$ cat config.mk
export PLATFORM = sky130hd
export DESIGN_NAME = tmrwo_top
export DESIGN_NICKNAME = d
export VERILOG_FILES = /design/src/tmrwo_pkg.sv /design/src/tmrwo_top.sv /design/src/tmrwo_chan.sv /design/src/tmrwo_pin.sv
export SDC_FILE = /design/constraint.sdc
export NUM_CORES = 1
export LEC_CHECK = 0
export ABC_AREA = 1
export BUFFER_PORTS_ARGS = -buffer_cell sky130_fd_sc_hd__buf_4
export CAP_MARGIN = 10
export CORE_UTILIZATION = 52
export CTS_CLUSTER_DIAMETER = 150
export CTS_CLUSTER_SIZE = 28
export DETAILED_ROUTE_END_ITERATION = 8
export GPL_ROUTABILITY_DRIVEN = 0
export PLACE_DENSITY = 0.77
export SYNTH_ARGS = -nofsm -noshare
export SYNTH_HDL_FRONTEND = slang
export SYNTH_HIERARCHICAL = 1
export SYNTH_SLANG_ARGS = --single-unit
$ cat constraint.sdc
create_clock -name sys_clk_in -period 5.2 [get_ports sys_clk_in]
set_input_delay 1.3 -clock sys_clk_in [delete_from_list [all_inputs] [get_ports sys_clk_in]]
set_output_delay 1.3 -clock sys_clk_in [all_outputs]
set_load 0.05 [all_outputs]
$ cat src/tmrwo_pkg.sv
// Constants, carrier and state types for the 8-bit waveform timer
package tmrwo_pkg;

  // ---------------------------------------------------------------
  // Waveform generation mode values
  // ---------------------------------------------------------------
  localparam logic [2:0] MODE_NORMAL = 3'h0;
  localparam logic [2:0] MODE_CLR_MATCH = 3'h2;
  localparam logic [2:0] MODE_FAST_MAX = 3'h3;
  localparam logic [2:0] MODE_FAST_OCR = 3'h7;

  // ---------------------------------------------------------------
  // Compare output mode values
  // ---------------------------------------------------------------
  localparam logic [1:0] COM_OFF = 2'h0;
  localparam logic [1:0] COM_TOGGLE = 2'h1;
  localparam logic [1:0] COM_CLEAR = 2'h2;
  localparam logic [1:0] COM_SET = 2'h3;

  // ---------------------------------------------------------------
  // Count limits and values after reset
  // ---------------------------------------------------------------
  localparam logic [7:0] CNT_BOTTOM = 8'h00;
  localparam logic [7:0] CNT_MAX = 8'hff;
  localparam logic [7:0] CNT_STEP = 8'h01;
  localparam logic [7:0] RST_COUNT = 8'h00;
  localparam logic [7:0] RST_CMP = 8'h00;
  localparam logic RST_BIT = 1'b0;

  // ---------------------------------------------------------------
  // Timing view shared with each compare channel
  // ---------------------------------------------------------------
  typedef struct packed {
    logic tick;
    logic at_top;
    logic blocked;
    logic fast;
    logic wave_hi;
    logic [7:0] count;
  } tmrwo_tim_s;

  // Counter state of the top level
  typedef struct packed {
    logic [7:0] count;
    logic ovf;
    logic block;
  } tmrwo_top_s;

  // Compare channel state
  typedef struct packed {
    logic [7:0] hold;
    logic [7:0] work;
    logic flag;
    logic obit;
  } tmrwo_chan_s;

  // Pin driver state
  typedef struct packed {
    logic level;
    logic oe;
  } tmrwo_pin_s;

endpackage : tmrwo_pkg

$ cat src/tmrwo_top.sv
// Top of the 8-bit timer: counter, overflow, channels and pin drive
//
// Overview of operation
// - Reset clears both compare output bits
// - Nonzero output mode overrides the port value
// - Port direction bit still controls pin drive
// - Output mode zero: no action on match
// - New mode acts at next match; non-PWM force immediate
// - Counting depends only on waveform mode
// - Normal mode counts up, wraps FF to 00
// - Normal overflow flag set as counter hits zero
// - Normal mode accepts counter writes anytime
// - Clear-on-match clears counter at compare A
// - Clear-on-match sets compare flag A each period
// - Clear-on-match compare A unbuffered, may wrap
// - Clear-on-match toggle halves the match rate
// - Clear-on-match overflow set at FF to 00
// - Fast PWM modes 3 and 7, top select
// - Fast PWM clears counter tick after top
// - Fast PWM mode 2 non-inverting, 3 inverting
// - Fast PWM overflow flag set at top
// - Fast PWM toggle only on A with high bit
// - Fast PWM extreme compare values spike or constant
// - Fast PWM buffers compare values
// - Buffered compare value loads at top
// - Match sets flag next tick; write-one clears
// - Force updates bit in non-PWM modes only, no flag, no counter
// - Counter write blocks matches for next tick
`timescale 1ns/1ps
`default_nettype none

module tmrwo_top import tmrwo_pkg::*; (
  input wire logic sys_clk_in,
  input wire logic srst_in,
  input wire logic clk_en_in,
  input wire logic tick_in,
  input wire logic [2:0] waveform_gen_mode_in,
  input wire logic [1:0] compare_output_mode_a_in,
  input wire logic [1:0] compare_output_mode_b_in,
  input wire logic cnt_wr_in,
  input wire logic [7:0] cnt_wdata_in,
  input wire logic cmp_a_wr_in,
  input wire logic cmp_b_wr_in,
  input wire logic [7:0] cmp_wdata_in,
  input wire logic force_a_in,
  input wire logic force_b_in,
  input wire logic ovf_clr_in,
  input wire logic flag_a_clr_in,
  input wire logic flag_b_clr_in,
  input wire logic [1:0] port_val_in,
  input wire logic [1:0] port_dir_in,
  output logic [7:0] counter_value_out,
  output logic [7:0] compare_value_a_out,
  output logic [7:0] compare_value_b_out,
  output logic overflow_flag_out,
  output logic compare_flag_a_out,
  output logic compare_flag_b_out,
  output logic compare_output_bit_a_out,
  output logic compare_output_bit_b_out,
  output logic [1:0] pin_out,
  output logic [1:0] pin_oe_out
);

  // ---------------------------------------------------------------
  // Mode decode
  // ---------------------------------------------------------------
  logic is_clr_match;  // Clear-on-match mode
  logic is_fast;       // Either fast PWM mode
  logic top_is_cmp_a;  // Top comes from compare value A
  logic [7:0] top;     // Current top of count
  logic [7:0] work_a;  // Working compare value A
  logic [7:0] work_b;  // Working compare value B

  // Only the waveform mode shapes the count
  always_comb begin
    is_clr_match = (waveform_gen_mode_in == MODE_CLR_MATCH);
    is_fast = (waveform_gen_mode_in == MODE_FAST_MAX) ||
              (waveform_gen_mode_in == MODE_FAST_OCR);
    top_is_cmp_a = is_clr_match || (waveform_gen_mode_in == MODE_FAST_OCR);
    top = top_is_cmp_a ? work_a : CNT_MAX;
  end

  // ---------------------------------------------------------------
  // Counter state
  // ---------------------------------------------------------------
  tmrwo_top_s st;       // Registered counter state
  tmrwo_top_s next_st;  // Next counter state
  tmrwo_tim_s tim;      // Timing view for both channels

  // Timing view; unused mode codes run like normal mode
  always_comb begin
    tim.tick = tick_in;
    tim.at_top = (st.count == top);
    tim.blocked = st.block;
    tim.fast = is_fast;
    tim.wave_hi = waveform_gen_mode_in[2];
    tim.count = st.count;
  end

  // Counter, overflow flag and match block
  always_comb begin
    next_st = st;
    // Software write has priority over any count or clear
    if (cnt_wr_in) begin
      next_st.count = cnt_wdata_in;
    end else if (tick_in) begin
      if ((is_clr_match || is_fast) && tim.at_top) begin
        next_st.count = CNT_BOTTOM;
      end else begin
        next_st.count = st.count + CNT_STEP;
      end
    end
    // Clear first so a same-cycle set wins
    if (ovf_clr_in) begin
      next_st.ovf = 1'b0;
    end
    if (tick_in && !cnt_wr_in) begin
      if (is_fast) begin
        if (tim.at_top) begin
          next_st.ovf = 1'b1;
        end
      end else if (st.count == CNT_MAX) begin
        next_st.ovf = 1'b1;
      end
    end
    // Block stays up while the timer clock is stopped
    if (cnt_wr_in) begin
      next_st.block = 1'b1;
    end else if (tick_in) begin
      next_st.block = 1'b0;
    end
  end

  // Register, frozen while the clock enable is low
  always_ff @(posedge sys_clk_in) begin
    if (srst_in) begin
      st <= '{count: RST_COUNT, ovf: RST_BIT, block: RST_BIT};
    end else if (clk_en_in) begin
      st <= next_st;
    end
  end

  assign counter_value_out = st.count;
  assign overflow_flag_out = st.ovf;

  // ---------------------------------------------------------------
  // Compare channels
  // ---------------------------------------------------------------
  // Channel A owns top in modes 2 and 7 and may toggle in fast PWM
  tmrwo_chan #(
    .HAS_TOGGLE(1'b1)
  ) u_chan_a (
    .sys_clk_in(sys_clk_in),
    .srst_in(srst_in),
    .clk_en_in(clk_en_in),
    .tim_in(tim),
    .mode_in(compare_output_mode_a_in),
    .cmp_wr_in(cmp_a_wr_in),
    .cmp_wdata_in(cmp_wdata_in),
    .force_in(force_a_in),
    .flag_clr_in(flag_a_clr_in),
    .cmp_work_out(work_a),
    .flag_out(compare_flag_a_out),
    .bit_out(compare_output_bit_a_out)
  );

  // Channel B has no fast PWM toggle option
  tmrwo_chan #(
    .HAS_TOGGLE(1'b0)
  ) u_chan_b (
    .sys_clk_in(sys_clk_in),
    .srst_in(srst_in),
    .clk_en_in(clk_en_in),
    .tim_in(tim),
    .mode_in(compare_output_mode_b_in),
    .cmp_wr_in(cmp_b_wr_in),
    .cmp_wdata_in(cmp_wdata_in),
    .force_in(force_b_in),
    .flag_clr_in(flag_b_clr_in),
    .cmp_work_out(work_b),
    .flag_out(compare_flag_b_out),
    .bit_out(compare_output_bit_b_out)
  );

  assign compare_value_a_out = work_a;
  assign compare_value_b_out = work_b;

  // ---------------------------------------------------------------
  // Pin drive
  // ---------------------------------------------------------------
  tmrwo_pin u_pin_a (
    .sys_clk_in(sys_clk_in),
    .srst_in(srst_in),
    .clk_en_in(clk_en_in),
    .mode_in(compare_output_mode_a_in),
    .obit_in(compare_output_bit_a_out),
    .port_val_in(port_val_in[0]),
    .port_dir_in(port_dir_in[0]),
    .pin_out(pin_out[0]),
    .pin_oe_out(pin_oe_out[0])
  );

  tmrwo_pin u_pin_b (
    .sys_clk_in(sys_clk_in),
    .srst_in(srst_in),
    .clk_en_in(clk_en_in),
    .mode_in(compare_output_mode_b_in),
    .obit_in(compare_output_bit_b_out),
    .port_val_in(port_val_in[1]),
    .port_dir_in(port_dir_in[1]),
    .pin_out(pin_out[1]),
    .pin_oe_out(pin_oe_out[1])
  );
endmodule : tmrwo_top

`default_nettype wire

$ cat src/tmrwo_chan.sv
// One compare channel: compare value buffer, compare flag, output bit
`timescale 1ns/1ps
`default_nettype none

module tmrwo_chan import tmrwo_pkg::*; #(
  parameter bit HAS_TOGGLE = 1'b0  // Fast PWM toggle option present
) (
  input wire logic sys_clk_in,
  input wire logic srst_in,
  input wire logic clk_en_in,
  input wire tmrwo_tim_s tim_in,
  input wire logic [1:0] mode_in,
  input wire logic cmp_wr_in,
  input wire logic [7:0] cmp_wdata_in,
  input wire logic force_in,
  input wire logic flag_clr_in,
  output logic [7:0] cmp_work_out,
  output logic flag_out,
  output logic bit_out
);

  // ---------------------------------------------------------------
  // State
  // ---------------------------------------------------------------
  tmrwo_chan_s st;       // Registered state
  tmrwo_chan_s next_st;  // Next state
  logic hit;             // Real compare match this cycle
  logic bottom;          // Counter wraps to bottom this cycle

  // Next state logic
  always_comb begin
    next_st = st;
    hit = tim_in.tick && (tim_in.count == st.work) && !tim_in.blocked;
    bottom = tim_in.tick && tim_in.at_top;
    // Buffered in fast PWM, direct otherwise
    if (cmp_wr_in) begin
      next_st.hold = cmp_wdata_in;
      if (!tim_in.fast) begin
        next_st.work = cmp_wdata_in;
      end
    end
    if (tim_in.fast && bottom) begin
      next_st.work = st.hold;
    end
    // Set beats clear so no match is lost
    if (flag_clr_in) begin
      next_st.flag = 1'b0;
    end
    if (hit) begin
      next_st.flag = 1'b1;
    end
    // Output bit; mode is read live so a new mode acts at next match
    if (tim_in.fast) begin
      if (bottom && mode_in[1]) begin
        next_st.obit = (mode_in == COM_CLEAR);
      end else if (hit) begin
        unique case (mode_in)
          COM_OFF: ;
          COM_TOGGLE: if (HAS_TOGGLE && tim_in.wave_hi) next_st.obit = ~st.obit;
          COM_CLEAR: next_st.obit = 1'b0;
          COM_SET: next_st.obit = 1'b1;
        endcase
      end
    end else if (hit || force_in) begin
      // Force acts only here and touches neither flag nor counter
      unique case (mode_in)
        COM_OFF: ;
        COM_TOGGLE: next_st.obit = ~st.obit;
        COM_CLEAR: next_st.obit = 1'b0;
        COM_SET: next_st.obit = 1'b1;
      endcase
    end
  end

  // Register, frozen while the clock enable is low
  always_ff @(posedge sys_clk_in) begin
    if (srst_in) begin
      st <= '{hold: RST_CMP, work: RST_CMP, flag: RST_BIT, obit: RST_BIT};
    end else if (clk_en_in) begin
      st <= next_st;
    end
  end

  assign cmp_work_out = st.work;
  assign flag_out = st.flag;
  assign bit_out = st.obit;

endmodule : tmrwo_chan

`default_nettype wire

$ cat src/tmrwo_pin.sv
// Port pin driver with compare output override
`timescale 1ns/1ps
`default_nettype none

module tmrwo_pin import tmrwo_pkg::*; (
  input wire logic sys_clk_in,
  input wire logic srst_in,
  input wire logic clk_en_in,
  input wire logic [1:0] mode_in,
  input wire logic obit_in,
  input wire logic port_val_in,
  input wire logic port_dir_in,
  output logic pin_out,
  output logic pin_oe_out
);

  // ---------------------------------------------------------------
  // State
  // ---------------------------------------------------------------
  tmrwo_pin_s st;       // Registered pin drive
  tmrwo_pin_s next_st;  // Next pin drive

  // Override whenever any mode bit is set, in every waveform mode
  always_comb begin
    next_st.level = (mode_in != COM_OFF) ? obit_in : port_val_in;
    next_st.oe = port_dir_in;
  end

  // Register; costs one cycle of lag but keeps outputs glitch free
  always_ff @(posedge sys_clk_in) begin
    if (srst_in) begin
      st <= '{level: RST_BIT, oe: RST_BIT};
    end else if (clk_en_in) begin
      st <= next_st;
    end
  end

  assign pin_out = st.level;
  assign pin_oe_out = st.oe;

endmodule : tmrwo_pin

`default_nettype wire

Word level (Yosys, flattened, before mapping)
Cells that the tools add are included.
- register bits after elaboration: 50
- output and inout port bits: 33
- word-level logic and storage cells: 109
- bitwise operators: 2
- add/sub/neg operators: 1
- equal/unequal tests: 18
- muxes and demuxes: 35
- reduce and logical (&&, ||, !) cells: 38
- operators with widths (operator ; number):
    8-bit two-way mux ; 9
    8-bit equality test ; 3
    1-bit two-way mux ; 22
    2-bit nonzero test ; 9
    4-bit nonzero test ; 3
    1-bit logical AND ; 10
    2-bit AND reduction ; 5
    1-bit case mux with 3 select lines ; 3
    8-bit by 1-bit adder with 8-bit output (second input constant) ; 1
    2-bit equality test (second input constant) ; 4
    8-bit equality test (second input constant) ; 1
    3-bit by 2-bit equality test with 1-bit output (second input constant) ; 2
    3-bit by 1-bit != test with 1-bit output (second input constant) ; 2
    3-bit AND reduction ; 2
    6-bit AND reduction ; 1
    1-bit logical OR ; 5
    5-bit AND reduction ; 1
    2-bit by 1-bit equality test with 1-bit output (second input constant) ; 2
    4-bit by 1-bit != test with 1-bit output (second input constant) ; 1
    4-bit by 3-bit != test with 1-bit output (second input constant) ; 1
    3-bit equality test (second input constant) ; 1
    1-bit logical NOT ; 2
    2-bit by 1-bit != test with 1-bit output (second input constant) ; 1
    1-bit inverter ; 2
    1-bit case mux with 2 select lines ; 1

Logic depth before layout (Yosys ltp)
- depth after elaboration: 8
- gate-level depth with buffers: 19

By module
The synthesis kept the hierarchy.
- modules (own cells, without submodules) (module ; times used ; seq. area each (um2) ; area each (um2) ; cells an instance):
    tmrwo_chan at u_chan_b ; 1 ; 360.3 ; 1118.6 ; 173
    tmrwo_chan at u_chan_a ; 1 ; 360.3 ; 992.2 ; 148
    tmrwo_top ; 1 ; 200.2 ; 945.9 ; 159
    tmrwo_pin ; 2 ; 40.0 ; 96.3 ; 13

Worst setup path after synthesis
OpenSTA, ideal clock, no wires.
- path kind: in2reg
- start: in waveform_gen_mode_in[0]
- end: reg u_chan_b.st (netlist bit u_chan_b/cmp_work_out[0])
- setup slack: 2055 ps
- library setup time: 74 ps
- buffers on the path: 2
- arrival: 3071 ps
- stages: 17
- required time: 5126 ps
- cells stage by stage: inv_1 > nand2_1 > nand2_2 > buf_6 > nand4_1 > nand2_1 > nand2_1 > nor2_2 > nand2_1 > inv_1 > nand2_1 > nor2_8 > inv_6 > o22ai_4 > buf_6 > o21ai_2 > a31oi_2
- RTL lines (what ; RTL line ; source):
    start, declared ; tmrwo_top.sv:37 ; input wire logic [2:0] waveform_gen_mode_in,
    end signal, assigned ; tmrwo_chan.sv:78 ; st <= '{hold: RST_CMP, work: RST_CMP, flag: RST_BIT, obit: RST_BIT};
    end signal, assigned ; tmrwo_chan.sv:80 ; st <= next_st;
    end, declared ; tmrwo_chan.sv:25 ; tmrwo_chan_s st;

==> Flow_metrics.wiki <==
{| class="wikitable"
! Metric !! Value
|-
| Cell Count Post-Placement || 614
|-
| Clock latency at the later pin of the worst-skew pair || 0.29 ns
|-
| Num rows || 28
|-
| Initial Util || 54.2%
|-
| Critical-path cell list || buf_4 > inv_1 > nand2_1 > nand2_2 > nand3_1 > nand2_1 > nand2_1 > inv_1 > nand2_1 > nor2_2 > nand2_1 > inv_1 > nand3_2 > o22ai_2 > inv_1 > a211oi_1 > nor2_1
|-
| Most frequent cell after synthesis || sky130_fd_sc_hd__nand2_1
|-
| Data arrival time of the worst path || 3.66 ns
|-
| Post-place instance area || 3610 sq um
|-
| Result of the run || completed
|-
| Multi-input gate area || 1710 sq um
|-
| Final Skew || 0.00484 ns
|-
| Antenna violations before repair || 0
|-
| Clock root buffer master || sky130_fd_sc_hd__clkbuf_8
|-
| Number of synthesized flops with an enable pin || 0
|-
| Buffers inserted during post-CTS setup optimization || 0
|-
| Endpoint class of the critical path || flop
|-
| Storage cell area || 1000 sq um
|-
| Via count || 3345
|-
| Dpl ws || 1.46 ns
|-
| Floorplan core area || 5990 sq um
|-
| Pins over their slew limit || 0
|-
| Routed WL per cell || 13.8 um
|-
| Number of iterations in the first detailed-routing pass || 7
|-
| Net count of the mapped netlist || 546
|-
| Critical path's top delay family || simple AND/OR/NAND/NOR gates
|-
| Post-CTS clock slew at the launch and capture registers of the worst setup and hold paths || 0.08 ns
|-
| Top post-synthesis cells by count || 120 x sky130_fd_sc_hd__nand2_1, 68 x sky130_fd_sc_hd__inv_1, 56 x sky130_fd_sc_hd__nor2_1, 50 x sky130_fd_sc_hd__dfxtp_1, 44 x sky130_fd_sc_hd__o21ai_0
|-
| Max stage delay cell, worst path || sky130_fd_sc_hd__o22ai_2
|-
| Remaining max-slew budget at the tightest pin || 68.0%
|-
| Static leakage || 1.74 nW
|-
| Number of nets in the final layout || 586
|-
| Slew of the pin with the lowest slew margin || 0.479 ns
|-
| Detailed-route DRC error count || 0
|-
| Fraction of final layout cells sized beyond drive strength 1 || 18.3%
|-
| Number of buffers created by CTS || 5
|-
| Setup slack, reg-to-reg || 2.54 ns
|-
| Required time of the critical path || 5.38 ns
|-
| Global-route wire length before repair || 13800 um
|-
| Number of instances resized during post-cts repair || 0
|-
| Crit path time final || 3.48 ns
|-
| Max Fclk || 287 MHz
|-
| Area share of the largest cell type after synthesis || 30.8%
|-
| Number of storage elements in the synthesis netlist || 50
|-
| Maximum level of the CTS H-tree || 2
|-
| Pin count of the biggest net entering global routing || 34
|-
| Total congestion overflow || 0
|-
| Starting DRC count in detailed routing || 197
|-
| Tightest Hold Check Type || flop to flop
|-
| Library cells used by synthesis || 40
|-
| Chip height || 81.1 um
|-
| CTS tree || done
|-
| Syn Inst Count || 506
|-
| CP Launch Type || input pin
|-
| Num Clock Sinks || 50
|-
| Horizontal die dimension || 81.1 um
|-
| Final hold violation count || 0
|-
| Total detailed-routing wirelength || 8550 um
|-
| Share of synthesized area occupied by flip-flops and latches || 30.8%
|-
| Final setup violating endpoints || 0
|-
| Vias per inst || 5.39
|-
| Vias in the first global route || 2963
|-
| Final std cells w/o fill || 621
|-
| Maximum vdd ir drop || 136 uV
|-
| Global-route total usage across every layer || 27.5%
|-
| Average cell area after synthesis || 6.42 sq um
|-
| Hold-fix buffers at CTS || 0
|-
| Asr flop ratio synth || 0%
|-
| Crit Path Max Fanout || 16
|-
| Total Die Area || 6570 sq um
|-
| IO buf count || 71
|-
| Worst stage delay on the critical path || 0.43 ns
|-
| Buf+Inv Stages, Crit Path || 5
|-
| Number of fill cells in the layout || 567
|-
| Total Negative Setup Slacks || 0 ns
|-
| Worst Path Class, Setup || input pin to flop
|-
| Worst path most repeated cell || sky130_fd_sc_hd__nand2_1
|-
| Worst-case clock buffer depth || 2
|-
| Unrepaired setup endpoints after global routing || false
|-
| Antenna Diode Count || 0
|-
| Final HPWL from detailed placement || 6370 um
|-
| Ratio of final minimum period to clock period || 66.9%
|-
| Power density cells || 257 nW/um^2
|-
| Fin area || 3720 sq um
|-
| Yosys top cell by area || sky130_fd_sc_hd__dfxtp_1
|-
| Reported max-cap violation count || 0
|-
| Number of antenna-violating nets in the routed design || 0
|-
| Post-Syn Area || 3250 sq um
|-
| Number of placed I/O pins || 72
|-
| Area Overhead vs Synth || 14.6%
|-
| Synth Flop Type || sky130_fd_sc_hd__dfxtp_1
|-
| Final worst slack || 1.72 ns
|-
| Number of warning messages in the yosys log || 6
|-
| Synth area leaders || sky130_fd_sc_hd__dfxtp_1 31%, sky130_fd_sc_hd__nand2_1 14%, sky130_fd_sc_hd__inv_1 7.9%, sky130_fd_sc_hd__o21ai_0 6.8%, sky130_fd_sc_hd__nor2_1 6.5%
|}
-- stage by stage --
stage,utilization (%),hold WS [ns],power [mW]
final,62.1,0.461,0.956
after global routing,62.1,0.481,1.00
after CTS,62.1,0.462,0.964
after detailed placement,60.3,0.448,0.685
after global placement,60.3,0.445,0.679
after floorplan,-,0.430,0.618
-- path summary, 6_finish.rpt --
path | startpoint | to | cells past startpoint
max | waveform_gen_mode_in[0] | u_chan_a/cmp_work_out[2] | 17
min | u_chan_a/st[13] | u_chan_a/st[13] | 2
max reg2reg | counter_value_out[5] | u_chan_a/cmp_work_out[2] | 13
min reg2reg | u_chan_a/st[13] | u_chan_a/st[13] | 2
-- flip-flops by register name, summed over array words and instances (netlist names), 8 cells and up --
signal                 flops
u_chan_a/st                8
u_chan_a/cmp_work_out      8
u_chan_b/st                8
u_chan_b/cmp_work_out      8
counter_value_out          8
-- tightest hold or removal path, stage by stage (launching register included) --
cell                      delay [ns]
sky130_fd_sc_hd__dfxtp_1        0.30
sky130_fd_sc_hd__inv_1          0.06
sky130_fd_sc_hd__a21oi_1        0.06
-- cell type report --
class	instances	share of cell area, %
clock buffers	6	2.22
multi-input cells	348	46.1
clock inverters	1	0.807
well taps	75	2.52
repair buffers	71	14.3
flip-flops and latches	50	26.9
inverters	70	7.19
-- cells in the final DEF, fill, tap and decap left out, drive strengths merged, types with 3 or more instances in the layout --
cell | synthesis | final
nor2 | 59 | 59
clkbuf | 5 | 6
nor3 | 4 | 4
inv | 70 | 70
nand3 | 31 | 31
o21ai | 48 | 48
a21oi | 38 | 38
xnor2 | 4 | 4
a31oi | 11 | 11
nand2 | 123 | 123
a211oi | 5 | 5
buf | 33 | 71
dfxtp | 50 | 50
o21bai | 3 | 3
nand4 | 12 | 12
-- cell families after synthesis --
kind of cell / after synthesis / share of synthesized area [%]
XOR/XNOR: 5 / 1.35
buffers and inverters: 108 / 16.4
adder cells (fa/ha/maj): 1 / 0.385
flip-flops: 50 / 30.8
AND/OR/NAND/NOR: 235 / 31.7
AO/OA/AOI/OAI: 107 / 19.3
-- per-layer routing --
metal	up-vias	track usage, %	part of all wire (%)
li1	1688	-	-
met1	1519	34.6	44
met2	122	47.5	49
met3	16	3.48	5.3
met4	0	10.7	2.0
met5	-	0	0
-- power by group --
part           switching, mW  internal (mW)  leakage (nW)  total [mW]
Sequential            0.0277          0.406         0.411       0.434
Clock                  0.123          0.154        0.0573       0.277
Combinational          0.158         0.0865          1.27       0.245
Power figures use the tool's default switching activity.
